**config.mk**
```make
export PLATFORM = sky130hd
export DESIGN_NAME = ufg_global_regs
export DESIGN_NICKNAME = d
export VERILOG_FILES = /design/src/hdl/ufg_pkg.sv /design/src/hdl/ufg_global_regs.sv /design/src/hdl/ufg_req_queue.sv
export VERILOG_INCLUDE_DIRS = /design/src /design/src/hdl
export SDC_FILE = /design/constraint.sdc
export NUM_CORES = 1
export LEC_CHECK = 0
export BUFFER_PORTS_ARGS = -buffer_cell sky130_fd_sc_hd__buf_2
export CAP_MARGIN = 20
export CORE_MARGIN = 10
export CORE_UTILIZATION = 35
export CTS_BUF_LIST = sky130_fd_sc_hd__clkbuf_2
export CTS_CLUSTER_SIZE = 16
export DETAILED_ROUTE_END_ITERATION = 8
export SLEW_MARGIN = 20
export SYNTH_ARGS = -nofsm -noshare
export SYNTH_HDL_FRONTEND = slang
export SYNTH_SLANG_ARGS = --single-unit
```
**constraint.sdc**
```tcl
create_clock -name clk_i -period 7.8 [get_ports clk_i]
set_clock_uncertainty 0.05 [all_clocks]
set_input_delay 0.78 -clock clk_i [delete_from_list [all_inputs] [get_ports clk_i]]
set_output_delay 0.78 -clock clk_i [all_outputs]
set_load 0.05 [all_outputs]
```
**src/hdl/ufg_params.svh**
```systemverilog
// constants for the full-speed core global register slice
// assumes a 32-bit classic wishbone slave with word addressing by byte offset
`ifndef UFG_PARAMS_SVH
`define UFG_PARAMS_SVH
`define UFG_OFF_NPQ_STATUS 12'h02c
`define UFG_OFF_GLOBAL_CFG 12'h038
`define UFG_OFF_CORE_ID 12'h03c
`define UFG_OFF_PER_FIFO 12'h100
`define UFG_OFF_NP_FIFO_DEPTH 12'h028
`define UFG_RST_NPQ_STATUS 32'h00080200
`define UFG_RST_GLOBAL_CFG 32'h00000000
// identifier reset value is arbitrary; software overwrites it with its own id
`define UFG_RST_CORE_ID 32'h5a5a0001
`define UFG_RST_PER_FIFO 32'h02000600
`define UFG_RST_NP_FIFO_DEPTH 16'h0200
`define UFG_QUEUE_ENTRIES 8'h08
`define UFG_QUEUE_DEPTH 8
`define UFG_BIT_SENSE_IGNORE 21
`define UFG_BIT_FRAME_PULSE 20
`define UFG_BIT_B_CMP 19
`define UFG_BIT_A_CMP 18
`define UFG_BIT_XCVR_POWER 16
`define UFG_CFG_WMASK 32'h003d0000
`endif

```
**src/hdl/ufg_pkg.sv**
```systemverilog
// types for the full-speed core global register slice
// assumes nothing beyond the params header
package ufg_pkg;
  typedef enum logic [1:0] {
    ufg_req_token = 2'h0,
    ufg_req_zlp = 2'h1,
    ufg_req_halt = 2'h3
  } ufg_req_e;
  typedef struct packed {
    logic [3:0] channel;
    ufg_req_e kind;
    logic terminate;
  } ufg_entry_s;
  typedef struct packed {
    logic [11:0] adr;
    logic we;
    logic [3:0] sel;
    logic [31:0] dat;
  } ufg_wb_req_s;
endpackage

```
**src/hdl/ufg_global_regs.sv**
```systemverilog
// global register slice of a full-speed usb core: queue status, config, id, periodic fifo size
// assumes a classic wishbone master on clk_i and core-side event strobes on the same clock
// Functional notes
// queue status is meaningful only in host mode; device mode reads are invalid
// bits 30:24 hold oldest queued request, 30:27 its channel number
// bits 26:25 give request type: token, zero-length out, channel halt
// bit 24 flags the last queued request of its channel
// bits 23:16 give free queue entries, 0 full up to 8
// bits 15:0 give free fifo words, never above configured depth
// config bit 21 ignores supply sense pin, supply treated as valid
// config bit 20 enables the start-of-frame pulse output
// config bits 19 and 18 enable b-side and a-side supply comparators
// config bit 16 powers the transceiver, reset value zero
// core identifier word is fully readable and writable
// software keeps periodic fifo depth between 1 and 1024 words
// bits 15:0 of periodic size register hold fifo base address in words
// software uses only full word accesses on periodic size register
// software keeps reserved config bits at reset value
// non-periodic fifo depth is programmed separately, 1 to 1024 words
// free space falls on pushes and rises on transmits and retires
`timescale 1ns/10ps
`include "ufg_params.svh"
module ufg_global_regs (
  input wire logic clk_i,
  input wire logic rst_i,
  input wire logic cyc_i,
  input wire logic stb_i,
  input wire logic we_i,
  input wire logic [11:0] adr_i,
  input wire logic [3:0] sel_i,
  input wire logic [31:0] dat_i,
  output logic [31:0] dat_o,
  output logic ack_o,
  output logic err_o,
  input wire logic host_mode_i,
  input wire logic np_push_word_i,
  input wire logic np_pop_word_i,
  input wire logic np_req_push_i,
  input wire ufg_pkg::ufg_entry_s np_req_entry_i,
  input wire logic np_req_pop_i,
  input wire logic supply_pin_i,
  input wire logic frame_start_i,
  output logic supply_valid_o,
  output logic frame_pulse_o,
  output logic b_side_supply_cmp_en_o,
  output logic a_side_supply_cmp_en_o,
  output logic transceiver_power_o,
  output logic [15:0] periodic_fifo_depth_o,
  output logic [15:0] periodic_fifo_base_o
);
  ufg_pkg::ufg_wb_req_s req;
  ufg_pkg::ufg_entry_s np_queue_head_entry;
  logic [31:0] core_global_config;
  logic [31:0] core_identifier;
  logic [31:0] periodic_tx_fifo_size;
  logic [15:0] np_fifo_depth;
  logic [15:0] np_fifo_used;
  logic [7:0] np_queue_free_entries;
  logic [15:0] np_fifo_free_words;
  logic supply_meta;
  logic supply_sync;
  logic frame_meta;
  logic frame_sync;
  logic frame_prev;
  logic [31:0] next_dat;

  assign req.adr = adr_i;
  assign req.we = we_i;
  assign req.sel = sel_i;
  assign req.dat = dat_i;

  // single-cycle answer; ack drops after one cycle so back-to-back strobes re-arm
  wire access = cyc_i && stb_i && !ack_o && !err_o;
  wire hit_status = (req.adr == `UFG_OFF_NPQ_STATUS);
  wire hit_cfg = (req.adr == `UFG_OFF_GLOBAL_CFG);
  wire hit_id = (req.adr == `UFG_OFF_CORE_ID);
  wire hit_per = (req.adr == `UFG_OFF_PER_FIFO);
  wire hit_depth = (req.adr == `UFG_OFF_NP_FIFO_DEPTH);
  wire mapped = hit_status | hit_cfg | hit_id | hit_per | hit_depth;
  wire [31:0] byte_mask = {{8{req.sel[3]}}, {8{req.sel[2]}}, {8{req.sel[1]}}, {8{req.sel[0]}}};
  wire wr = access && mapped && req.we;
  wire wr_cfg = wr && hit_cfg;
  wire wr_id = wr && hit_id;
  // partial writes here are software misuse; only a full word updates it
  wire wr_per = wr && hit_per && (req.sel == 4'hf);
  wire wr_depth = wr && hit_depth && (req.sel[1:0] == 2'h3);
  // reserved config bits cannot be written, so they hold their reset value
  wire [31:0] cfg_wmask = byte_mask & `UFG_CFG_WMASK;
  wire [31:0] next_cfg = (core_global_config & ~cfg_wmask) | (req.dat & cfg_wmask);
  wire [31:0] next_id = (core_identifier & ~byte_mask) | (req.dat & byte_mask);

  // fifo occupancy tracking; word count saturates at the programmed depth
  wire np_push_ok = np_push_word_i && (np_fifo_used < np_fifo_depth);
  wire np_pop_ok = np_pop_word_i && (np_fifo_used != 16'h0);
  wire [15:0] next_np_used = np_fifo_used + {15'h0, np_push_ok} - {15'h0, np_pop_ok};
  assign np_fifo_free_words = (np_fifo_used >= np_fifo_depth) ? 16'h0 :
    np_fifo_depth - np_fifo_used;

  ufg_req_queue u_queue (
    .clk_i(clk_i),
    .rst_i(rst_i),
    .push_i(np_req_push_i && host_mode_i),
    .push_entry_i(np_req_entry_i),
    .pop_i(np_req_pop_i && host_mode_i),
    .head_o(np_queue_head_entry),
    .free_o(np_queue_free_entries)
  );

  // status word: reserved bit 31 reads zero; in device mode the reset pattern is shown
  wire [31:0] status_word = host_mode_i ?
    {1'b0, np_queue_head_entry.channel, np_queue_head_entry.kind,
     np_queue_head_entry.terminate, np_queue_free_entries,
     np_fifo_free_words} : `UFG_RST_NPQ_STATUS;

  always_comb begin
    next_dat = 32'h0;
    if (hit_status) begin
      next_dat = status_word;
    end else if (hit_cfg) begin
      next_dat = core_global_config;
    end else if (hit_id) begin
      next_dat = core_identifier;
    end else if (hit_per) begin
      next_dat = periodic_tx_fifo_size;
    end else if (hit_depth) begin
      next_dat = {16'h0, np_fifo_depth};
    end
  end

  always_ff @(posedge clk_i) begin
    if (rst_i) begin
      ack_o <= 1'b0;
      err_o <= 1'b0;
      dat_o <= 32'h0;
    end else begin
      ack_o <= access && mapped;
      err_o <= access && !mapped;
      dat_o <= (access && mapped && !req.we) ? next_dat : 32'h0;
    end
  end

  always_ff @(posedge clk_i) begin
    if (rst_i) begin
      core_global_config <= `UFG_RST_GLOBAL_CFG;
    end else if (wr_cfg) begin
      core_global_config <= next_cfg;
    end
  end

  always_ff @(posedge clk_i) begin
    if (rst_i) begin
      core_identifier <= `UFG_RST_CORE_ID;
    end else if (wr_id) begin
      core_identifier <= next_id;
    end
  end

  // depth limits are on software; the register stores what it is given
  always_ff @(posedge clk_i) begin
    if (rst_i) begin
      periodic_tx_fifo_size <= `UFG_RST_PER_FIFO;
    end else if (wr_per) begin
      periodic_tx_fifo_size <= req.dat;
    end
  end

  always_ff @(posedge clk_i) begin
    if (rst_i) begin
      np_fifo_depth <= `UFG_RST_NP_FIFO_DEPTH;
    end else if (wr_depth) begin
      np_fifo_depth <= req.dat[15:0];
    end
  end

  always_ff @(posedge clk_i) begin
    if (rst_i) begin
      np_fifo_used <= 16'h0;
    end else if (!host_mode_i) begin
      np_fifo_used <= 16'h0;
    end else begin
      np_fifo_used <= next_np_used;
    end
  end

  // pin inputs pass two flops before anything reads them
  always_ff @(posedge clk_i) begin
    if (rst_i) begin
      supply_meta <= 1'b0;
      supply_sync <= 1'b0;
      frame_meta <= 1'b0;
      frame_sync <= 1'b0;
      frame_prev <= 1'b0;
    end else begin
      supply_meta <= supply_pin_i;
      supply_sync <= supply_meta;
      frame_meta <= frame_start_i;
      frame_sync <= frame_meta;
      frame_prev <= frame_sync;
    end
  end

  always_ff @(posedge clk_i) begin
    if (rst_i) begin
      supply_valid_o <= 1'b0;
      frame_pulse_o <= 1'b0;
    end else begin
      supply_valid_o <= core_global_config[`UFG_BIT_SENSE_IGNORE] | supply_sync;
      frame_pulse_o <= core_global_config[`UFG_BIT_FRAME_PULSE] &
        frame_sync & ~frame_prev;
    end
  end

  assign b_side_supply_cmp_en_o = core_global_config[`UFG_BIT_B_CMP];
  assign a_side_supply_cmp_en_o = core_global_config[`UFG_BIT_A_CMP];
  assign transceiver_power_o = core_global_config[`UFG_BIT_XCVR_POWER];
  assign periodic_fifo_depth_o = periodic_tx_fifo_size[31:16];
  assign periodic_fifo_base_o = periodic_tx_fifo_size[15:0];
endmodule // ufg_global_regs

```
**src/hdl/ufg_req_queue.sv**
```systemverilog
// request queue of the non-periodic transmit path, eight entries in flip-flops
// assumes push and pop come from logic on the same clock
`timescale 1ns/10ps
`include "ufg_params.svh"
module ufg_req_queue (
  input wire logic clk_i,
  input wire logic rst_i,
  input wire logic push_i,
  input wire ufg_pkg::ufg_entry_s push_entry_i,
  input wire logic pop_i,
  output ufg_pkg::ufg_entry_s head_o,
  output logic [7:0] free_o
);
  ufg_pkg::ufg_entry_s mem [`UFG_QUEUE_DEPTH];
  logic [2:0] wr_ptr;
  logic [2:0] rd_ptr;
  logic [3:0] count;
  wire full = (count == 4'(`UFG_QUEUE_DEPTH));
  wire empty = (count == 4'h0);
  wire do_push = push_i && !full;
  wire do_pop = pop_i && !empty;
  // free space never exceeds the queue depth
  assign free_o = `UFG_QUEUE_ENTRIES - {4'h0, count};
  always_ff @(posedge clk_i) begin
    if (rst_i) begin
      wr_ptr <= 3'h0;
      rd_ptr <= 3'h0;
      count <= 4'h0;
    end else begin
      if (do_push) begin
        wr_ptr <= wr_ptr + 3'h1;
      end
      if (do_pop) begin
        rd_ptr <= rd_ptr + 3'h1;
      end
      count <= count + {3'h0, do_push} - {3'h0, do_pop};
    end
  end
  genvar g;
  generate
    for (g = 0; g < `UFG_QUEUE_DEPTH; g = g + 1) begin : g_entry
      always_ff @(posedge clk_i) begin
        if (rst_i) begin
          mem[g] <= '0;
        end else if (do_push && wr_ptr == 3'(g)) begin
          mem[g] <= push_entry_i;
        end
      end
    end
  endgenerate
  // empty queue shows an all-zero head entry
  assign head_o = empty ? '0 : mem[rd_ptr];
endmodule // ufg_req_queue

```
After elaboration in Yosys (flattened, before gate mapping) --
Memories as Yosys holds them, arrays and structs flattened. A register that Yosys moved wholly into a read port is not among the register bits. Cells that the tools add are included.
Word-level totals: memory bits (writable) 56, bits in registers 179, logic and storage cells 152, memories 1, output and inout port bits 71
Memories:
- u_queue.mem | depth 8, width 7, rd ports 1, clocked after Yosys merged registers in 1, wr ports 8, RTL line ufg_req_queue.sv:14 | ufg_pkg::ufg_entry_s mem [`UFG_QUEUE_DEPTH];
Cells by class: add/subtract/negate cells 8, bitwise logic cells 26, reduce and logical (&&, ||, !) cells 38, muxes and demuxes 44, magnitude comparators 2, equality and inequality tests 15
Operators with widths (count):
- 32-bit two-way mux | 4
- 32-bit bitwise AND | 3
- 32-bit OR | 2
- 7-bit two-way mux | 9
- 12-bit by 6-bit equality test with 1-bit output (second input constant) | 4
- 32-bit by 22-bit bitwise AND with 32-bit output | 1
- 16-bit two-way mux | 2
- 22-bit NOT with 32-bit output | 1
- 32-bit NOT | 1
- 31-bit two-way mux | 1
- 1-bit logical AND | 27
- 1-bit two-way mux | 26
- 16-bit by 1-bit adder with 16-bit output | 1
- 16-bit >= comparator | 1
- 16-bit less-than comparator | 1
- 16-bit nonzero test | 1
- 16-bit by 1-bit subtractor with 16-bit output | 1
- 16-bit subtractor | 1
- 1-bit OR | 13
- 12-bit by 9-bit equality test with 1-bit output (second input constant) | 1
- 3-bit equality test (second input constant) | 4
- 4-bit equality test (second input constant) | 2
- 3-bit by 1-bit adder with 3-bit output (second input constant) | 2
- 3-bit by 2-bit equality test with 1-bit output (second input constant) | 2
- 12 further kinds | 22

Depth between registers and ports, before layout --
depth after elaboration 9, gate-level depth with buffers 20, gate-level depth less buffers 20

Cells and area by module --
From an unflattened synthesis, not the netlist that was laid out.
Unflattened totals: cells, all modules 1115, area, all modules 10641.5 µm²
Modules (own cells, without submodules):
- ufg_global_regs | seq. area each 2842.7 µm², times used 1, area an instance 7064.3 µm², cells an instance 843
- ufg_req_queue | seq. area each 1941.9 µm², times used 1, area an instance 3577.2 µm², cells an instance 272

Worst setup path before layout --
OpenSTA, ideal clock, no wires.
path kind reg2reg, start register np_fifo_used[9], end register np_fifo_used[14], stages on the path, launching flop included 20, clock period less this slack 3.664 ns, setup slack 4.136 ns, setup time 0.128 ns, required time 7.622 ns, arrival time 3.487 ns, cell sequence dfxtp_1 > inv_1 > ha_1 > clkbuf_1 > and4_1 > nand4_1 > nand3b_1 > a31oi_1 > nand2_1 > ha_1 > inv_1 > ha_1 > fa_1 > a21oi_1 > o21bai_1 > nand3_1 > and3_1 > o41ai_1 > xnor2_1 > nor2_1
Between the ends: cells in the longest elaborated chain, start to end 4, elaborated cells on any way between the ends 6, classes of those cells add/sub (2); order compare (1); reduce/logical (3)
Ends and longest elaborated chain:
- from (decl) | RTL line ufg_global_regs.sv:57 | logic [15:0] np_fifo_used;
- from (signal assigned) | RTL line ufg_global_regs.sv:181 | np_fifo_used <= next_np_used;
- 16-bit less-than comparator | RTL line ufg_global_regs.sv:93 | wire np_push_ok = np_push_word_i && (np_fifo_used < np_fifo_depth);
- 1-bit logical AND | RTL line ufg_global_regs.sv:93
- 16-bit by 1-bit adder with 16-bit output | RTL line ufg_global_regs.sv:95 | wire [15:0] next_np_used = np_fifo_used + {15'h0, np_push_ok} - {15'h0, np_pop_ok};
- 16-bit by 1-bit subtractor with 16-bit output (*) | RTL line ufg_global_regs.sv:95
Mark *: on every way between the ends. The rest lies on a longest branch, timed or not. A chain may end at the register's enable or synchronous reset.

Worst setup path after layout --
start register np_fifo_depth[0], end register np_fifo_used[14]
Between the ends: cells in the longest elaborated chain, start to end 4
Ends and longest elaborated chain:
- from (decl) | RTL line ufg_global_regs.sv:56 | logic [15:0] np_fifo_depth;
- from (signal assigned) | RTL line ufg_global_regs.sv:169 | np_fifo_depth <= `UFG_RST_NP_FIFO_DEPTH;
- from (signal assigned) | RTL line ufg_global_regs.sv:171 | np_fifo_depth <= req.dat[15:0];
- 16-bit less-than comparator | RTL line ufg_global_regs.sv:93
- 1-bit logical AND | RTL line ufg_global_regs.sv:93
- 16-bit by 1-bit adder with 16-bit output | RTL line ufg_global_regs.sv:95
- 16-bit by 1-bit subtractor with 16-bit output | RTL line ufg_global_regs.sv:95
Every way passes these cells.

==> metrics.yaml <==
synth_area_um2: 10100
min-delay-path-class: "input port to register"
route.top_layer_used: "met4"
finalSetupViolations: 0
wl_met2_mm: 14.0
placedInstanceArea_um2: 11100
die_x_um: 190
area_delta_synth_final_pct: 14.9
upper_clock_frequency_limit_mhz: 242
maxCapViolations: 0
worstMarginPinSlew_ns: 1.06
hold_violations: 0
floorplan.initialDensity_pct: 35.3
synth-compound-area-share_pct: 13.5
timing.critical_path.fanout_max: 5
worst_path_max_delay_cell: "sky130_fd_sc_hd__o41ai_1"
synth.mux.area_fraction_pct: 4.59
route.antenna.remaining_nets: 0
setup-tns-final_ns: 0
ys_seq_elements: 211
net_count_after_synthesis: 1185
drt-met1-wl_mm: 13.0
share_of_synthesized_cell_area_in_full_adder_half_adder_and_majority_cells_pct: 7.27
critical_path.top_delay_family: "compound AO/OA/AOI/OAI gates"
cts-htree-levels: 2
synthDominantAreaCellType: "sky130_fd_sc_hd__dfxtp_1"
placement_rows: 62
detail_route.wirelength_mm: 30.0
post_cts_resize_count: 0
total_leakage_power_nw: 4.80
length_of_the_first_detailed_routing_pass_in_iterations: 5
worst_ep_required_time_ns: 8.53
cts_clk_pin_slew_worst_paths_ns: 0.11
asyncSetResetFlopFracSynth_pct: 0
grt_pass1_wl_mm: 46.7
tritoncts.num_buffers: 55
num_vias: 8441
status: "finished clean"
final_core_util_pct: 40.6
floorplan.die_area_um2: 36100
synthDistinctLibCells: 67
fin_area_um2: 11600
tritoncts: "yes"
layout-drive-gt1-share_pct: 21.7
ioPinCount: 138
finalMaxSlewViolations: 0
seq_area_frac_synth_pct: 47.3
totalPowerFinal_w: 0.00302
critical-path-max-stage-delay_ns: 0.38
synthDominantCellAreaShare_pct: 30.7
drt_iter0_drc: 644
filler_cell_count: 2890
synth_top_family_by_area: "simple AND/OR/NAND/NOR gates"
chipHeight_um: 190
synth_flop_cell: "sky130_fd_sc_hd__dfxtp_1"
synth_edf_count: 56
post_synth_xor_area_fraction_pct: 2.86
multiInputGateArea_um2: 4930
final_period_minus_worst_setup_slack_ns: 4.13
hpwlAfterDp_mm: 21.8
critPathKind: "register to register"
finalWeightedCongestion: 0.876
route.detailed.wl_per_inst_um: 18.3
peak_vdd_ir_mv: 0.108
endpoint_kind: "register"
layout.area.seq_um2: 4780
grt_overflow_total: 0
worst_slew_margin_rel_pct: 28.5
clk_path_buf_depth: 3
via_count_normalized_by_instance_count: 5.16
synth-simple-area-share_pct: 20.5
postSynthCellCount: 1061
antenna_violations_before_repair: 1
p_per_area_nw_per_um2: 260
rsz0062_at_grt: "false"
core-area_um2: 28600
nNetsFinal: 1333
critical_path_arrival_ns: 4.86
worst_setup_path_start_kind: "register"
cts.sinks: 211
clockRootBuffer: "sky130_fd_sc_hd__clkbuf_2"
grt_pass1_vias: 8470
grt_start_max_net_pins: 62
worstPathBufferInverterCount: 3
grtUsageTotal_pct: 16.1
clock_insertion_delay_worst_skew_ns: 0.90
detail_route.drc_violations: 0
hold_ws_ns: 0.0874
regToRegSetupSlack_ns: 3.67
buffer_ports.inserted: 137
synthTopCellsByArea: "sky130_fd_sc_hd__dfxtp_1 31%, sky130_fd_sc_hd__edfxtp_1 17%, sky130_fd_sc_hd__nand2_1 7.6%"
cp_cell_instances: "inv_1 -> ha_1 -> inv_1 -> fa_1 -> a211oi_1 -> o211ai_1 -> nand3b_1 -> a31oi_1 -> nand2_1 -> ha_1 -> inv_1 -> ha_1 -> fa_1 -> a21oi_1 -> o21bai_1 -> nand3_1 -> and3_1 -> o41ai_1 -> xnor2_1 -> nor2_1"
met3_length_mm: 2.44
ys.warnings.count: 0
final_min_period_over_clock_period_pct: 53.0
synth.avg_cell_area_um2: 9.54
per-layer routing:
layer  vias to the layer above  GRT usage, %
met2                       291          26.5
li1                       4074             -
met3                        42          4.47
met4                         0          4.70
met5                         -             0
met1                      4034          20.2
path summary, 6_finish.rpt:
kind,startpoint,to,cells after the start
worst min-delay path,dat_i[12],register,3
worst max register to register,np_fifo_depth[0],np_fifo_used[14],20
worst max-delay path,np_fifo_depth[0],np_fifo_used[14],20
worst min register to register,supply_meta,supply_sync,1
power breakdown:
group,leakage [nW],switching [W],internal [W],total [W]
logic,2.58,0.000558,0.000453,0.00101
clock network,0.390,0.000466,0.000321,0.000787
registers,1.83,0.0000414,0.00118,0.00122
layout by cell type (no fill, tap or decap), drive strengths merged, types with 28 or more instances in the layout:
cell type	count
nor2	71
and2	28
edfxtp	56
and3	40
dfxtp	155
a21oi	115
nand2	205
buf	142
inv	40
ha	54
clkbuf	84
layout make-up:
cell class              instances  area share, %
well taps                     384           4.13
diodes                          1         0.0215
multi-input cells             757           42.5
clock buffers                  84           3.62
inverters                      39           1.26
flip-flops and latches        211           41.2
repair buffers                145           6.50
clock inverters                16          0.829
per-stage QoR:
step | instances | worst slack [ns]
6_report | 1637 | 3.67
5_1_grt | 1637 | 3.27
4_1_cts | 1636 | 3.68
3_5_place_dp | 1533 | 3.75
3_3_place_gp | 1533 | 3.84
2_1_floorplan | 1061 | 4.14
worst min-delay path: cells and delay by family:
family,cells,cell delay (ns)
buffers and inverters,1,0.12
and+or+nand+nor,1,0.05
AOI/OAI and AO/OA,1,0.05
cells in the mapped netlist (4+ instances only):
cell type	instances
sky130_fd_sc_hd__inv_1	38
sky130_fd_sc_hd__clkbuf_1	33
sky130_fd_sc_hd__a21oi_1	115
sky130_fd_sc_hd__xnor2_1	23
sky130_fd_sc_hd__mux4_2	14
sky130_fd_sc_hd__xor2_1	10
sky130_fd_sc_hd__o21a_1	4
sky130_fd_sc_hd__mux2i_1	7
sky130_fd_sc_hd__a22oi_1	6
sky130_fd_sc_hd__nand3b_1	17
sky130_fd_sc_hd__nor2_1	68
sky130_fd_sc_hd__dfxtp_1	155
sky130_fd_sc_hd__o21bai_1	4
sky130_fd_sc_hd__buf_2	14
sky130_fd_sc_hd__and3_1	40
sky130_fd_sc_hd__edfxtp_1	56
sky130_fd_sc_hd__nor3_1	5
sky130_fd_sc_hd__nand2b_1	7
sky130_fd_sc_hd__a31o_2	4
sky130_fd_sc_hd__and2_1	27
sky130_fd_sc_hd__nand3_1	11
sky130_fd_sc_hd__or3_1	4
sky130_fd_sc_hd__a31oi_1	8
sky130_fd_sc_hd__ha_1	54
sky130_fd_sc_hd__nand2_1	204
sky130_fd_sc_hd__a211oi_1	4
sky130_fd_sc_hd__o21ai_0	12
sky130_fd_sc_hd__a222oi_1	22
sky130_fd_sc_hd__a21o_1	12
sky130_fd_sc_hd__nand4_1	8
sky130_fd_sc_hd__nor2b_1	16
sky130_fd_sc_hd__mux2_2	7
sky130_fd_sc_hd__o211ai_1	5
cell families (layout without fill, tap and decap cells):
logic type / Yosys count / after routing
AO/OA/AOI/OAI: 213 / 213
adder cells (fa/ha/maj): 57 / 57
flip-flops: 211 / 211
other: 0 / 1
buffers and inverters: 93 / 284
multiplexers: 28 / 28
XOR/XNOR: 33 / 33
AND/OR/NAND/NOR: 426 / 426
timing repair:
item                                   CTS  global route
endpoints found under the hold margin    4             0
buffers inserted                         0             0
setup endpoints to repair                0             0
hold buffers                             3             0
No activity file was read; power rests on OpenSTA's default activity.
